## src/design/msd_pkg.sv

```systemverilog
// Purpose: constants shared by the display register bank and its formatter
// Assumes: 100 MHz clk_sys, requests already split per register by the frame layer
// Notes: register offsets are register numbers as seen on the link
package msd_pkg;
  localparam logic [15:0] REG_VAL_HI = 16'h0001;
  localparam logic [15:0] REG_VAL_LO = 16'h0002;
  localparam logic [15:0] REG_FMT = 16'h0003;
  localparam logic [15:0] REG_DEC4_ATTR = 16'h001B;
  localparam logic [15:0] REG_ADDR = 16'h0020;
  localparam logic [15:0] REG_ID = 16'h0021;
  localparam logic [15:0] REG_SPEED = 16'h0022;
  localparam logic [15:0] REG_PERMIT = 16'h0023;
  localparam logic [15:0] REG_DELAY = 16'h0025;
  localparam logic [15:0] REG_REPLY_MODE = 16'h0026;
  localparam logic [15:0] REG_GAP = 16'h0027;
  localparam logic [15:0] REG_LUM = 16'h002D;
  localparam logic [15:0] REG_EDIT = 16'h002F;
  localparam logic [15:0] REG_VFMT = 16'h0030;
  localparam logic [15:0] REG_VLUM = 16'h0031;

  localparam logic [7:0] FN_READ = 8'h03;
  localparam logic [7:0] FN_WRITE_ONE = 8'h06;
  localparam logic [7:0] FN_WRITE_MANY = 8'h10;

  localparam logic [7:0] EXC_NONE = 8'h00;
  localparam logic [7:0] EXC_FUNC = 8'h01;
  localparam logic [7:0] EXC_ADDR = 8'h02;
  localparam logic [7:0] EXC_VALUE = 8'h03;
  localparam logic [7:0] EXC_PERMIT = 8'h08;

  localparam logic [15:0] ADDR_MIN = 16'h0001;
  localparam logic [15:0] ADDR_MAX = 16'h00FF;
  localparam logic [15:0] SPEED_MAX = 16'h0007;
  localparam logic [15:0] FLAG_MAX = 16'h0001;
  localparam logic [15:0] DELAY_MAX = 16'h0005;
  localparam logic [15:0] GAP_MAX = 16'h0063;
  localparam logic [15:0] LUM_MIN = 16'h0001;
  localparam logic [15:0] LUM_MAX = 16'h0008;
  localparam logic [15:0] VFMT_MAX = 16'h0003;

  localparam logic [7:0] RST_ADDR = 8'h01;
  localparam logic [2:0] RST_SPEED = 3'h3;
  localparam logic [2:0] RST_DELAY = 3'h0;
  localparam logic [6:0] RST_GAP = 7'h00;
  localparam logic [3:0] RST_LUM = 4'h6;
  localparam logic [1:0] RST_VFMT = 2'h1;
  localparam logic [6:0] RST_FMT = 7'h00;

  localparam int VF_WIDE_BIT = 1;
  localparam int VF_SIGNED_BIT = 0;
  localparam int FMT_DP_LSB = 0;
  localparam int FMT_RIGHT_BIT = 3;
  localparam int FMT_MIN_LSB = 4;
  localparam int ATTR_BLINK_BIT = 12;

  localparam logic [31:0] DIG_TWO = 32'h0000000A;
  localparam logic [31:0] DIG_THREE = 32'h00000064;
  localparam logic [31:0] DIG_FOUR = 32'h000003E8;

  localparam int unsigned CLK_HZ = 100_000_000;
  localparam int unsigned GAP_UNIT_S = 1;
  localparam int unsigned CYC_PER_SEC = CLK_HZ * GAP_UNIT_S;

  function automatic logic [16:0] baud_div(input logic [2:0] code);
    logic [16:0] d;
    d = 17'(CLK_HZ / 1200);
    case (code)
      3'h1: d = 17'(CLK_HZ / 2400);
      3'h2: d = 17'(CLK_HZ / 4800);
      3'h3: d = 17'(CLK_HZ / 9600);
      3'h4: d = 17'(CLK_HZ / 19200);
      3'h5: d = 17'(CLK_HZ / 38400);
      3'h6: d = 17'(CLK_HZ / 57600);
      3'h7: d = 17'(CLK_HZ / 115200);
      default: d = 17'(CLK_HZ / 1200);
    endcase
    return d;
  endfunction

  function automatic logic [7:0] delay_chars(input logic [2:0] code);
    logic [7:0] c;
    c = 8'h00;
    case (code)
      3'h1: c = 8'h0A;
      3'h2: c = 8'h14;
      3'h3: c = 8'h32;
      3'h4: c = 8'h64;
      3'h5: c = 8'hC8;
      default: c = 8'h00;
    endcase
    return c;
  endfunction
endpackage

```

## src/design/msd_fmt_if.sv

```systemverilog
// Purpose: carries the displayed value and format word to the formatter
// Assumes: single clock domain
// Notes: results come back registered
`timescale 1ns/1ps
interface msd_fmt_if;
  logic [31:0] value;
  logic is_signed;
  logic [6:0] fmt;
  logic [3:0] shown_digits;
  logic [2:0] dp_index;
  logic dp_on;
  modport bank (output value, output is_signed, output fmt,
    input shown_digits, input dp_index, input dp_on);
  modport fmt_side (input value, input is_signed, input fmt,
    output shown_digits, output dp_index, output dp_on);
endinterface

```

## src/design/msd_fmt.sv

```systemverilog
// Purpose: works out digit count and decimal point place for the display
// Assumes: value within the displayable range
// Notes: dp_index counts digits right of the point
`timescale 1ns/1ps
module msd_fmt (
  input logic clk_sys,
  input logic rst,
  msd_fmt_if.fmt_side f
);
  logic [31:0] mag;
  logic [3:0] val_dig, min_dig, dp_dig, shown_d, shown_q;
  logic [2:0] dp_idx_d, dp_idx_q;
  logic dp_on_d, dp_on_q;

  always_comb begin
    mag = (f.is_signed && f.value[31]) ? 32'(-f.value) : f.value;
    if (mag >= msd_pkg::DIG_FOUR) begin
      val_dig = 4'h4;
    end else if (mag >= msd_pkg::DIG_THREE) begin
      val_dig = 4'h3;
    end else if (mag >= msd_pkg::DIG_TWO) begin
      val_dig = 4'h2;
    end else begin
      val_dig = 4'h1;
    end
    min_dig = {1'b0, f.fmt[msd_pkg::FMT_MIN_LSB +: 3]};
    if (min_dig == 4'h0) begin
      min_dig = 4'h1;
    end
    dp_dig = {1'b0, f.fmt[msd_pkg::FMT_DP_LSB +: 3]} + 4'h1;
    if (f.fmt[msd_pkg::FMT_RIGHT_BIT]) begin
      dp_dig = 4'h1;
      dp_idx_d = 3'h0;
      dp_on_d = 1'b1;
    end else begin
      dp_idx_d = f.fmt[msd_pkg::FMT_DP_LSB +: 3];
      dp_on_d = (f.fmt[msd_pkg::FMT_DP_LSB +: 3] != 3'h0);
    end
    shown_d = val_dig;
    if (min_dig > shown_d) begin
      shown_d = min_dig;
    end
    if (dp_dig > shown_d) begin
      shown_d = dp_dig;
    end
  end

  always_ff @(posedge clk_sys) begin
    if (rst) begin
      shown_q <= 4'h1;
      dp_idx_q <= 3'h0;
      dp_on_q <= 1'b0;
    end else begin
      shown_q <= shown_d;
      dp_idx_q <= dp_idx_d;
      dp_on_q <= dp_on_d;
    end
  end

  assign f.shown_digits = shown_q;
  assign f.dp_index = dp_idx_q;
  assign f.dp_on = dp_on_q;
endmodule

```

## src/design/msd_regs.sv

```systemverilog
// Purpose: follower register bank of the serial display indicator
// Assumes: frame layer checks CRC, address match and hands over one register per request
// Notes: a frame is the run of requests up to and including req_last
`timescale 1ns/1ps
module msd_regs #(
  parameter int unsigned CYC_PER_SEC = msd_pkg::CYC_PER_SEC,
  // arbitrary identity value
  parameter logic [15:0] ID_CODE = 16'h5A5A
) (
  input logic clk_sys,
  input logic rst,
  input logic req_valid,
  input logic [7:0] req_func,
  input logic [15:0] req_addr,
  input logic [15:0] req_wdata,
  input logic req_last,
  input logic req_bcast,
  input logic follower_mode,
  input logic menu_permit_restore,
  output logic ack_valid,
  output logic [15:0] ack_rdata,
  output logic [7:0] ack_exc,
  output logic reply_valid,
  output logic reply_send,
  output logic [7:0] reply_exc,
  output logic [7:0] reply_addr,
  output logic [7:0] bus_address,
  output logic [2:0] link_speed,
  output logic [16:0] baud_div,
  output logic [7:0] reply_delay_chars,
  output logic write_permit,
  output logic edit_ramp,
  output logic [1:0] value_format,
  output logic [3:0] luminance,
  output logic [31:0] display_value,
  output logic decade4_blink,
  output logic frame_timeout,
  output logic [3:0] shown_digits,
  output logic [2:0] dp_index,
  output logic dp_on
);
  ////////////////////////////////////////////////////////////////////////////
  // configuration state
  logic [7:0] addr_q, addr_d;
  logic [2:0] speed_q, speed_d, delay_q, delay_d;
  logic permit_q, permit_d, rmode_q, rmode_d, edit_q, edit_d;
  logic [6:0] gap_q, gap_d, fmt_q, fmt_d;
  logic [3:0] lum_q, lum_d, vlum_q, vlum_d;
  logic vlum_set_q, vlum_set_d;
  logic [1:0] vfmt_q, vfmt_d;
  logic [15:0] attr_q, attr_d, hi_q, hi_d;
  logic [31:0] val_q, val_d;
  logic blink_q, blink_d;

  // per-request decode
  logic func_ok, is_wr, mapped, in_range, wr_en, disp_reg;
  logic [7:0] exc;
  logic [15:0] rdata;

  always_comb begin
    func_ok = (req_func == msd_pkg::FN_READ) || (req_func == msd_pkg::FN_WRITE_ONE) ||
              (req_func == msd_pkg::FN_WRITE_MANY);
    is_wr = (req_func == msd_pkg::FN_WRITE_ONE) || (req_func == msd_pkg::FN_WRITE_MANY);
    disp_reg = (req_addr == msd_pkg::REG_VAL_HI) || (req_addr == msd_pkg::REG_VAL_LO) ||
               (req_addr == msd_pkg::REG_FMT);
    mapped = 1'b1;
    in_range = 1'b1;
    rdata = 16'h0000;
    case (req_addr)
      msd_pkg::REG_VAL_HI: rdata = val_q[31:16];
      msd_pkg::REG_VAL_LO: rdata = val_q[15:0];
      msd_pkg::REG_FMT: rdata = {9'h000, fmt_q};
      msd_pkg::REG_DEC4_ATTR: rdata = attr_q;
      msd_pkg::REG_ADDR: begin
        rdata = {8'h00, addr_q};
        in_range = (req_wdata >= msd_pkg::ADDR_MIN) && (req_wdata <= msd_pkg::ADDR_MAX);
      end
      msd_pkg::REG_ID: rdata = ID_CODE;
      msd_pkg::REG_SPEED: begin
        rdata = {13'h0000, speed_q};
        in_range = (req_wdata <= msd_pkg::SPEED_MAX);
      end
      msd_pkg::REG_PERMIT: begin
        rdata = {15'h0000, permit_q};
        in_range = (req_wdata == 16'h0000);
      end
      msd_pkg::REG_DELAY: begin
        rdata = {13'h0000, delay_q};
        in_range = (req_wdata <= msd_pkg::DELAY_MAX);
      end
      msd_pkg::REG_REPLY_MODE: begin
        rdata = {15'h0000, rmode_q};
        in_range = (req_wdata <= msd_pkg::FLAG_MAX);
      end
      msd_pkg::REG_GAP: begin
        rdata = {9'h000, gap_q};
        in_range = (req_wdata <= msd_pkg::GAP_MAX);
      end
      msd_pkg::REG_LUM: begin
        rdata = {12'h000, lum_q};
        in_range = (req_wdata >= msd_pkg::LUM_MIN) && (req_wdata <= msd_pkg::LUM_MAX);
      end
      msd_pkg::REG_EDIT: begin
        rdata = {15'h0000, edit_q};
        in_range = (req_wdata <= msd_pkg::FLAG_MAX);
      end
      msd_pkg::REG_VFMT: begin
        rdata = {14'h0000, vfmt_q};
        in_range = (req_wdata <= msd_pkg::VFMT_MAX);
      end
      msd_pkg::REG_VLUM: begin
        rdata = {12'h000, vlum_q};
        in_range = (req_wdata >= msd_pkg::LUM_MIN) && (req_wdata <= msd_pkg::LUM_MAX);
      end
      default: mapped = 1'b0;
    endcase
    if (!func_ok) begin
      exc = msd_pkg::EXC_FUNC;
    end else if (!mapped || (is_wr && req_addr == msd_pkg::REG_ID)) begin
      exc = msd_pkg::EXC_ADDR;
    end else if (is_wr && !permit_q) begin
      exc = msd_pkg::EXC_PERMIT;
    end else if (is_wr && !in_range) begin
      exc = msd_pkg::EXC_VALUE;
    end else begin
      exc = msd_pkg::EXC_NONE;
    end
  end

  ////////////////////////////////////////////////////////////////////////////
  // frame tracking; a fault stops later writes of the same frame
  logic busy_q, busy_d, touch_q, touch_d, quiet;
  logic [7:0] fexc_q, fexc_d, cur_fexc, start_addr;
  logic ack_v_d, rep_v_d, rep_s_d;
  logic [15:0] ack_r_d;
  logic [7:0] ack_e_d, rep_e_d, rep_a_d;
  logic ack_v_q, rep_v_q, rep_s_q;
  logic [15:0] ack_r_q;
  logic [7:0] ack_e_q, rep_e_q, rep_a_q;

  always_comb begin
    cur_fexc = busy_q ? fexc_q : msd_pkg::EXC_NONE;
    // reply uses address from frame start
    start_addr = busy_q ? rep_a_q : addr_q;
    wr_en = req_valid && is_wr && (exc == msd_pkg::EXC_NONE) &&
            (cur_fexc == msd_pkg::EXC_NONE);
    busy_d = busy_q;
    fexc_d = fexc_q;
    touch_d = touch_q;
    rep_a_d = rep_a_q;
    if (req_valid) begin
      busy_d = !req_last;
      fexc_d = (cur_fexc == msd_pkg::EXC_NONE) ? exc : cur_fexc;
      touch_d = (busy_q && touch_q) || (wr_en && disp_reg);
      rep_a_d = start_addr;
    end
    quiet = touch_d && !rmode_q && (fexc_d == msd_pkg::EXC_NONE);
    ack_v_d = req_valid;
    ack_r_d = (req_valid && exc == msd_pkg::EXC_NONE) ? rdata : 16'h0000;
    ack_e_d = req_valid ? exc : msd_pkg::EXC_NONE;
    rep_v_d = req_valid && req_last;
    rep_s_d = req_valid && req_last && !req_bcast && !quiet;
    rep_e_d = (req_valid && req_last) ? fexc_d : rep_e_q;
  end

  always_ff @(posedge clk_sys) begin
    if (rst) begin
      busy_q <= 1'b0;
      fexc_q <= msd_pkg::EXC_NONE;
      touch_q <= 1'b0;
      ack_v_q <= 1'b0;
      ack_r_q <= 16'h0000;
      ack_e_q <= msd_pkg::EXC_NONE;
      rep_v_q <= 1'b0;
      rep_s_q <= 1'b0;
      rep_e_q <= msd_pkg::EXC_NONE;
      rep_a_q <= msd_pkg::RST_ADDR;
    end else begin
      busy_q <= busy_d;
      fexc_q <= fexc_d;
      touch_q <= touch_d;
      ack_v_q <= ack_v_d;
      ack_r_q <= ack_r_d;
      ack_e_q <= ack_e_d;
      rep_v_q <= rep_v_d;
      rep_s_q <= rep_s_d;
      rep_e_q <= rep_e_d;
      rep_a_q <= rep_a_d;
    end
  end

  ////////////////////////////////////////////////////////////////////////////
  // register writes
  always_comb begin
    addr_d = addr_q;
    speed_d = speed_q;
    delay_d = delay_q;
    rmode_d = rmode_q;
    gap_d = gap_q;
    lum_d = lum_q;
    edit_d = edit_q;
    vfmt_d = vfmt_q;
    vlum_d = vlum_q;
    vlum_set_d = vlum_set_q;
    fmt_d = fmt_q;
    attr_d = attr_q;
    hi_d = hi_q;
    val_d = val_q;
    permit_d = permit_q || menu_permit_restore;
    if (wr_en) begin
      case (req_addr)
        msd_pkg::REG_ADDR: addr_d = req_wdata[7:0];
        msd_pkg::REG_SPEED: speed_d = req_wdata[2:0];
        msd_pkg::REG_PERMIT: permit_d = menu_permit_restore;
        msd_pkg::REG_DELAY: delay_d = req_wdata[2:0];
        msd_pkg::REG_REPLY_MODE: rmode_d = req_wdata[0];
        msd_pkg::REG_GAP: gap_d = req_wdata[6:0];
        msd_pkg::REG_LUM: lum_d = req_wdata[3:0];
        msd_pkg::REG_EDIT: edit_d = req_wdata[0];
        msd_pkg::REG_VFMT: vfmt_d = req_wdata[1:0];
        msd_pkg::REG_VLUM: begin
          vlum_d = req_wdata[3:0];
          vlum_set_d = 1'b1;
        end
        msd_pkg::REG_FMT: fmt_d = req_wdata[6:0];
        msd_pkg::REG_DEC4_ATTR: attr_d = req_wdata;
        msd_pkg::REG_VAL_HI: hi_d = req_wdata;
        msd_pkg::REG_VAL_LO: begin
          if (vfmt_q[msd_pkg::VF_WIDE_BIT]) begin
            val_d = {hi_q, req_wdata};
          end else if (vfmt_q[msd_pkg::VF_SIGNED_BIT]) begin
            val_d = {{16{req_wdata[15]}}, req_wdata};
          end else begin
            val_d = {16'h0000, req_wdata};
          end
        end
        default: addr_d = addr_q;
      endcase
    end
    blink_d = attr_q[msd_pkg::ATTR_BLINK_BIT] && follower_mode;
  end

  always_ff @(posedge clk_sys) begin
    if (rst) begin
      addr_q <= msd_pkg::RST_ADDR;
      speed_q <= msd_pkg::RST_SPEED;
      permit_q <= 1'b1;
      delay_q <= msd_pkg::RST_DELAY;
      rmode_q <= 1'b1;
      gap_q <= msd_pkg::RST_GAP;
      lum_q <= msd_pkg::RST_LUM;
      edit_q <= 1'b0;
      vfmt_q <= msd_pkg::RST_VFMT;
      vlum_q <= 4'h0;
      vlum_set_q <= 1'b0;
      fmt_q <= msd_pkg::RST_FMT;
      attr_q <= 16'h0000;
      hi_q <= 16'h0000;
      val_q <= 32'h00000000;
      blink_q <= 1'b0;
    end else begin
      addr_q <= addr_d;
      speed_q <= speed_d;
      permit_q <= permit_d;
      delay_q <= delay_d;
      rmode_q <= rmode_d;
      gap_q <= gap_d;
      lum_q <= lum_d;
      edit_q <= edit_d;
      vfmt_q <= vfmt_d;
      vlum_q <= vlum_d;
      vlum_set_q <= vlum_set_d;
      fmt_q <= fmt_d;
      attr_q <= attr_d;
      hi_q <= hi_d;
      val_q <= val_d;
      blink_q <= blink_d;
    end
  end

  ////////////////////////////////////////////////////////////////////////////
  // frame gap supervision; second count saturates so long idles stay flagged
  logic [26:0] cyc_q, cyc_d;
  logic [6:0] sec_q, sec_d;
  logic tmo_q, tmo_d, frame_end;

  always_comb begin
    frame_end = req_valid && req_last;
    cyc_d = cyc_q;
    sec_d = sec_q;
    tmo_d = tmo_q;
    if (frame_end) begin
      cyc_d = 27'h0000000;
      sec_d = 7'h00;
      tmo_d = 1'b0;
    end else begin
      if (cyc_q == 27'(CYC_PER_SEC - 1)) begin
        cyc_d = 27'h0000000;
        if (sec_q != 7'h7F) begin
          sec_d = sec_q + 7'h01;
        end
      end else begin
        cyc_d = cyc_q + 27'h0000001;
      end
      if (gap_q != 7'h00 && sec_q >= gap_q) begin
        tmo_d = 1'b1;
      end
    end
  end

  always_ff @(posedge clk_sys) begin
    if (rst) begin
      cyc_q <= 27'h0000000;
      sec_q <= 7'h00;
      tmo_q <= 1'b0;
    end else begin
      cyc_q <= cyc_d;
      sec_q <= sec_d;
      tmo_q <= tmo_d;
    end
  end

  ////////////////////////////////////////////////////////////////////////////
  // formatter and outputs
  msd_fmt_if fmt_bus ();
  assign fmt_bus.value = val_q;
  assign fmt_bus.is_signed = vfmt_q[msd_pkg::VF_SIGNED_BIT];
  assign fmt_bus.fmt = fmt_q;

  msd_fmt u_fmt (
    .clk_sys(clk_sys),
    .rst(rst),
    .f(fmt_bus.fmt_side)
  );

  assign ack_valid = ack_v_q;
  assign ack_rdata = ack_r_q;
  assign ack_exc = ack_e_q;
  assign reply_valid = rep_v_q;
  assign reply_send = rep_s_q;
  assign reply_exc = rep_e_q;
  assign reply_addr = rep_a_q;
  assign bus_address = addr_q;
  assign link_speed = speed_q;
  assign baud_div = msd_pkg::baud_div(speed_q);
  assign reply_delay_chars = msd_pkg::delay_chars(delay_q);
  assign write_permit = permit_q;
  assign edit_ramp = edit_q;
  assign value_format = vfmt_q;
  assign luminance = vlum_set_q ? vlum_q : lum_q;
  assign display_value = val_q;
  assign decade4_blink = blink_q;
  assign frame_timeout = tmo_q;
  assign shown_digits = fmt_bus.shown_digits;
  assign dp_index = fmt_bus.dp_index;
  assign dp_on = fmt_bus.dp_on;
endmodule

```

## config.mk

```make
export PLATFORM = sky130hd
export DESIGN_NAME = msd_regs
export DESIGN_NICKNAME = d
export VERILOG_FILES = /design/src/design/msd_pkg.sv /design/src/design/msd_fmt_if.sv /design/src/design/msd_fmt.sv /design/src/design/msd_regs.sv
export SDC_FILE = /design/constraint.sdc
export NUM_CORES = 1
export LEC_CHECK = 0
export ABC_AREA = 1
export BUFFER_PORTS_ARGS = -buffer_cell sky130_fd_sc_hd__buf_2
export CAP_MARGIN = 20
export CORE_ASPECT_RATIO = 0.5
export CORE_UTILIZATION = 45
export DETAILED_ROUTE_END_ITERATION = 7
export GPL_TIMING_DRIVEN = 1
export PLACE_DENSITY = 0.68
export SYNTH_ARGS = -nofsm -noshare
export SYNTH_HDL_FRONTEND = slang
export SYNTH_SLANG_ARGS = --single-unit
export TNS_END_PERCENT = 5
```

## constraint.sdc

```tcl
create_clock -name clk_sys -period 8.1 [get_ports clk_sys]
set_input_delay 0.405 -clock clk_sys [delete_from_list [all_inputs] [get_ports clk_sys]]
set_output_delay 0.405 -clock clk_sys [all_outputs]
set_load 0.05 [all_outputs]
```

==> Word level (Yosys, flattened, before mapping) <==
Cells that the tools add are included.
{ "op_classes": {"add_sub_neg": 4, "bitwise_logic": 3, "muxes": 27, "n_reduce_logical": 64, "order_cmp": 14, "eq_ne": 32} }
{ "ops": {"columns": ["op", "n"], "rows": [
  ["16-bit case mux with 15 select lines", 1],
  ["16-bit by 6-bit equality test with 1-bit output, second input constant", 11],
  ["17-bit case mux with 7 select lines", 1],
  ["32-bit two-way mux", 3],
  ["8-bit case mux with 5 select lines", 1],
  ["4-bit two-way mux", 9],
  ["16-bit by 2-bit equality test with 1-bit output, second input constant", 2],
  ["32-bit by 10-bit >= comparator with 1-bit output, second input constant", 1],
  ["32-bit by 4-bit >= comparator with 1-bit output, second input constant", 1],
  ["32-bit by 7-bit >= comparator with 1-bit output, second input constant", 1],
  ["16-bit by 3-bit less-or-equal comparator with 1-bit output, second input constant", 2],
  ["32-bit negator", 1],
  ["2-bit AND reduction", 15],
  ["27-bit by 1-bit adder with 27-bit output, second input constant", 1],
  ["27-bit equality test, second input constant", 1],
  ["8-bit logical NOT", 3],
  ["8-bit two-way mux", 3],
  ["1-bit logical AND", 19],
  ["3-bit equality test, second input constant", 6],
  ["16-bit by 1-bit equality test with 1-bit output, second input constant", 1],
  ["16-bit by 5-bit equality test with 1-bit output, second input constant", 1],
  ["16-bit by 1-bit >= comparator with 1-bit output, second input constant", 1],
  ["16-bit by 1-bit less-or-equal comparator with 1-bit output, second input constant", 1],
  ["16-bit by 2-bit less-or-equal comparator with 1-bit output, second input constant", 1],
  ["28 further kinds", 57]
]} }
{ "totals": {"out_inout_bits": 129, "regBits": 203} }

==> Depth between registers and ports, before layout <==
{ "depth": {"ltp_word": 19, "mapped_depth": 34} }

==> By module <==
From an unflattened synthesis, not the netlist that was laid out.
{ "unflattened": {"cells_unflattened": 1776, "area_unflattened_um2": 11219.5} }
{ "by_module_without_submodules": {"columns": ["module", "instances", "cells_per_inst", "area_per_inst_um2"], "rows": [
  ["msd_regs", 1, 1411, 9233.9],
  ["msd_fmt", 1, 365, 1985.7]
]} }

==> Worst setup path after synthesis <==
No wires, ideal clock.
{ "synth_path": {"kind": "reg2reg", "from": "register val_q[31] (netlist: display_value[31])", "to": "register u_fmt.shown_q[1] (netlist: u_fmt.f.shown_digits[1])", "arrival_time_ns": 4.078, "n_path_buf": 2, "setup_time_ns": 0.109, "required_ns": 7.991, "setup_slack_ns": 3.913, "path_stages_with_launch": 28, "cell_sequence": "dfxtp_1 nand2_1 inv_1 buf_2 buf_1 nand3_1 nand2_1 nand3_1 nor2_1 nand3_1 nor2_1 nand2_1 ha_1 nand2_1 o21ai_0 nand2_1 inv_1 nand2_1 and2_1 ha_1 inv_1 nor2_1 o21ai_0 a32oi_1 a31oi_1 nand3_1 nand2_1 inv_1"} }
{ "synth_between": {"elab_chain_cells": 10, "word_cells_on_any_way": 13} }
{ "synth_rtl": {"columns": ["element", "line_no", "text"], "rows": [
  ["from (decl)", "msd_regs.sv:52", "logic [31:0] val_q, val_d;"],
  ["from (signal assigned)", "msd_regs.sv:276", "val_q <= val_d;"],
  ["32-bit negator / 1-bit logical AND (equally long branches)", "msd_fmt.sv:16", "mag = (f.is_signed && f.value[31]) ? 32'(-f.value) : f.value;"],
  ["32-bit two-way mux *", "msd_fmt.sv:16", null],
  ["32-bit by 4-bit >= comparator with 1-bit output", "msd_fmt.sv:21", "end else if (mag >= msd_pkg::DIG_TWO) begin"],
  ["2-bit two-way mux", "msd_fmt.sv:21", null],
  ["4-bit two-way mux", "msd_fmt.sv:19", "end else if (mag >= msd_pkg::DIG_THREE) begin"],
  ["4-bit two-way mux *", "msd_fmt.sv:17", "if (mag >= msd_pkg::DIG_FOUR) begin"],
  ["3-bit by 4-bit > comparator with 1-bit output", "msd_fmt.sv:40", "if (min_dig > shown_d) begin"],
  ["4-bit two-way mux *", "msd_fmt.sv:40", null],
  ["4-bit > comparator", "msd_fmt.sv:43", "if (dp_dig > shown_d) begin"],
  ["4-bit two-way mux *", "msd_fmt.sv:43", null],
  ["to (signal assigned)", "msd_fmt.sv:54", "shown_q <= shown_d;"],
  ["to (decl)", "msd_fmt.sv:11", "logic [3:0] val_dig, min_dig, dp_dig, shown_d, shown_q;"]
]} }
Mark *: on every way between the ends. The rest lies on a longest branch, timed or not.
A chain may end at the register's enable or synchronous reset.

==> Worst setup path after layout <==
{ "layout_path": {"from": "register vfmt_q[0] (netlist: value_format[0])", "to": "register u_fmt.shown_q[1] (netlist: u_fmt.f.shown_digits[1])"} }
{ "layout_between": {"elab_chain_cells": 10, "word_cells_on_any_way": 12} }
{ "layout_rtl": {"columns": ["element", "line_no", "text"], "rows": [
  ["from (decl)", "msd_regs.sv:50", "logic [1:0] vfmt_q, vfmt_d;"],
  ["from (signal assigned)", "msd_regs.sv:253", "vfmt_q <= msd_pkg::RST_VFMT;"],
  ["from (signal assigned)", "msd_regs.sv:270", "vfmt_q <= vfmt_d;"],
  ["1-bit logical AND *", "msd_fmt.sv:16", null],
  ["32-bit two-way mux *", "msd_fmt.sv:16", null],
  ["32-bit by 4-bit >= comparator with 1-bit output", "msd_fmt.sv:21", null],
  ["2-bit two-way mux", "msd_fmt.sv:21", null],
  ["4-bit two-way mux", "msd_fmt.sv:19", null],
  ["4-bit two-way mux *", "msd_fmt.sv:17", null],
  ["3-bit by 4-bit > comparator with 1-bit output", "msd_fmt.sv:40", null],
  ["4-bit two-way mux *", "msd_fmt.sv:40", null],
  ["4-bit > comparator", "msd_fmt.sv:43", null],
  ["4-bit two-way mux *", "msd_fmt.sv:43", null]
]} }
Marks and branches as above.

==> reports/summary.json <==
{
  "min_path": {
    "whs_endpoint": "write_permit",
    "min-delay-path-class": "input pin to flop",
    "worst_hold_path.num_cells": 3,
    "hold_path.startpoint": "menu_permit_restore"
  },
  "floorplan": {
    "num_io_pins": 176,
    "cell_rows": 39,
    "core_area_sq_um": 23000,
    "dieArea_sq_um": 24200,
    "initial_utilization_pct": 46.1,
    "fp.dieW_microns": 219,
    "floorplan.die.height_microns": 111
  },
  "route": {
    "dr.pass1.iters": 6,
    "final_routed_drc_violation_total": 0,
    "route.detailed.vias_per_inst": 5.29,
    "drt_wl_total_microns": 33800,
    "postRouteAntennaNets": 0,
    "vias": 11100,
    "dr.first_iter.drc_count": 1154,
    "route.detailed.wl_per_inst_microns": 16.1
  },
  "synthesis": {
    "area_fraction_in_compound_gates_after_synthesis_pct": 14.7,
    "post_synth.cell_area_avg_sq_um": 6.44,
    "synth.yosys.seq_area_share_pct": 37.4,
    "synth_top_family_by_area": "simple AND/OR/NAND/NOR gates",
    "syn-cell-area_sq_um": 10600,
    "synth_fa_ha_area_share_pct": 2.48,
    "yosys_warnings": 0,
    "synth.lib_cells_used.distinct": 44,
    "post_synth_inst_count": 1646,
    "ys_seq_elements": 198,
    "synth_top_flop_cell": "dfxtp_1",
    "synth_async_sr_flop_share_pct": 0,
    "muxShareOfSynthArea_pct": 0,
    "synth_edf_count": 0,
    "yosys.area_share.xor_xnor_pct": 0.909,
    "synth_simple_gate_area_share_pct": 33.7
  },
  "final_layout": {
    "fin_nets": 1856,
    "area_used_by_multi_input_combinational_logic_sq_um": 5520,
    "seq_area_sq_um": 3960,
    "num-fill-cells": 2364,
    "layout-area-overhead-vs-synth_pct": 15.3,
    "post_route_cells_drive_above_1_share_pct": 12.9
  },
  "timing": {
    "slew_headroom_pct": 28.2,
    "worstMarginPinSlew_ns": 1.07,
    "post-route-period-util_pct": 59.4,
    "rsz0062_at_grt": "false",
    "fin_worst_skew_ns": 0.0128,
    "maxClockFrequency_ghz": 0.208,
    "timing_hold_violations_final": 0,
    "hold_slack_ns": 0.145,
    "timing.final.max_slew_violations": 0,
    "final-setup-viol-count": 0,
    "final.min_clock_period_ns": 4.81,
    "setup-tns-final_ns": 0
  },
  "pwr": {
    "power.static_leakage_nw": 6.17,
    "power_density_nw_per_um2": 163,
    "vdd.ir_drop.worst_uv": 138
  },
  "global_route": {
    "grt_antenna_before_repair": 2,
    "grt_overflow": 0,
    "gr-usage-met3_pct": 6.12,
    "via_count_of_the_first_global_routing_pass": 9819,
    "use_met1_pct": 39.1,
    "top_usage_layer": "met2",
    "met2_layer_usage_reported_by_global_route_pct": 43.7,
    "grt_first_pass_wirelength_microns": 53400,
    "pin_count_of_the_biggest_net_entering_global_routing": 103,
    "groute.usage.overall_pct": 28.2
  },
  "worst_setup_path": {
    "critical_path.reg2reg.startpoint": "value_format[0]",
    "crit_path_frequent_cell": "nand2_1",
    "critical-path-top-delay-family": "simple AND/OR/NAND/NOR gates",
    "crit_buf_inv": 6,
    "worstPathArrival_ns": 5.21,
    "cp_data_required_time_ns": 8.49,
    "startpoint_types": "flop",
    "timing.reg2reg.setup_slack_ns": 3.29,
    "r2r_worst_path_depth": 29,
    "crit-reg2reg-capture": "u_fmt.f.shown_digits[1]",
    "setup.worst_path.end_class": "flop",
    "cp_slowest_cell": "dfxtp_1",
    "criticalPathCategory": "flop to flop",
    "timing.critical_path.slowest_cell_delay_ns": 0.54,
    "crit_path_max_fanout": 40
  },
  "clock_tree": {
    "tritoncts": "built",
    "post_cts_hold_buffer_count": 0,
    "ctsResizeCount": 0,
    "cts_setup_buffers": 0,
    "worst_skew_pair.late_latency_ns": 0.45,
    "htreeDepth": 4,
    "cts_root_buf": "clkbuf_16",
    "cts.sink_count": 198,
    "cts.reportedPaths.clkPinSlew_ns": 0.08,
    "cts-buffers-inserted": 17,
    "ctsLongestPathBuffers": 2
  },
  "placement": {
    "hpwlAfterDp_microns": 25100,
    "place_congestion": 0.978,
    "buffer_ports.inserted": 169
  },
  "run_status": {
    "status": "finished, final reports clean"
  },
  "flow_run": {
    "max_cap_violations": 0
  }
}
final cells by class:
class / count / area share, %
multi-input combinational: 1165 / 45.1
sequential: 198 / 32.4
inverter: 234 / 7.18
timing repair buffer: 172 / 7.10
clock buffer: 17 / 3.48
tap: 307 / 3.14
clock inverter: 14 / 1.58
antenna: 1 / 0.0205
per-layer routing:
| metal | vias up | wire (microns) | share of wire [%] |
|---|---|---|---|
| met3 | 43 | 2730 | 8.1 |
| met1 | 5072 | 15300 | 45 |
| li1 | 5587 | - | - |
| met4 | 2 | 625 | 1.8 |
| met2 | 444 | 15100 | 45 |
| met5 | - | 13 | 0.038 |
registers in the layout (all words and copies together) (netlist names), 8 cells and up:
signal	flops
cyc_q	27
bus_address	8
hi_q	16
reply_exc	8
fexc_q	8
display_value	32
attr_q	16
ack_rdata	16
reply_addr	8
cell usage in the layout, fill, tap and decap left out, types with 9 or more instances in the layout:
cell type,instances
o21ai_0,68
nand4_1,23
a22oi_1,9
dfxtp_1,198
a21oi_1,134
inv_1,220
nor3_1,43
inv_2,10
nand2_1,418
o22ai_1,18
buf_2,169
o21ai_1,16
clkbuf_16,17
nand3_1,95
ha_1,21
nor4_1,14
nor2_1,217
xor2_1,9
through the flow:
| stage | setup WS (ns) | cells | cell area (sq um) | utilization (%) | total power, mW |
|---|---|---|---|---|---|
| 2_1_floorplan | 3.91 | 1651 | 10600 | - | 1.07 |
| 5_1_grt | 2.75 | 2107 | 12200 | 53.2 | 2.06 |
| 3_3_place_gp | 3.47 | 2075 | 11600 | 50.5 | 1.11 |
| 3_5_place_dp | 3.44 | 2075 | 11600 | 50.5 | 1.11 |
| 6_report | 3.29 | 2108 | 12200 | 53.2 | 1.99 |
| 4_1_cts | 3.41 | 2106 | 12200 | 53.2 | 2.00 |
cells in the mapped netlist (all sizes together) (14+ instances only):
| master | number | area, sq um |
|---|---|---|
| ha | 21 | 263 |
| inv | 229 | 860 |
| o21ai | 84 | 420 |
| nor4 | 14 | 87.6 |
| a21oi | 134 | 671 |
| nand3 | 96 | 493 |
| nor2 | 225 | 880 |
| clkbuf | 28 | 105 |
| o22ai | 18 | 113 |
| buf | 26 | 160 |
| nor3 | 43 | 215 |
| dfxtp | 198 | 3960 |
| nand4 | 23 | 144 |
| nand2 | 423 | 1600 |
cells by family after synthesis:
kind of cell             count (synthesis)
XOR/XNOR                                11
other                                    1
flip-flops                             198
AO/OA/AOI/OAI                          282
buffers and inverters                  288
AND/OR/NAND/NOR                        845
adder cells (fa/ha/maj)                 21
how the worst max path moves through the flow:
stage | slack (ns) | cells after the start | from | to
CTS | 3.41 | 29 | value_format[0] | u_fmt.f.shown_digits[1]
detailed placement | 3.44 | 29 | value_format[0] | u_fmt.f.shown_digits[1]
finish | 3.29 | 29 | value_format[0] | u_fmt.f.shown_digits[1]
global route | 2.75 | 30 | value_format[0] | u_fmt.f.shown_digits[1]
floorplan | 3.91 | 27 | display_value[31] | u_fmt.f.shown_digits[1]
global placement | 3.47 | 29 | value_format[0] | u_fmt.f.shown_digits[1]
worst register-to-register path, delay by kind of cell, from the launching register on:
kind / cells / cell delay, ns
flops: 1 / 0.54
buf+inv: 6 / 0.72
fa+ha+maj: 2 / 0.59
simple gates: 14 / 1.68
compound gates: 7 / 1.23
report_power, final:
part / internal (mW) / switching, mW
logic: 0.0235 / 0.0814
clock network: 0.495 / 0.407
registers: 0.979 / 0.00311
total: 1.50 / 0.492
(Power assumes the default switching activity.)
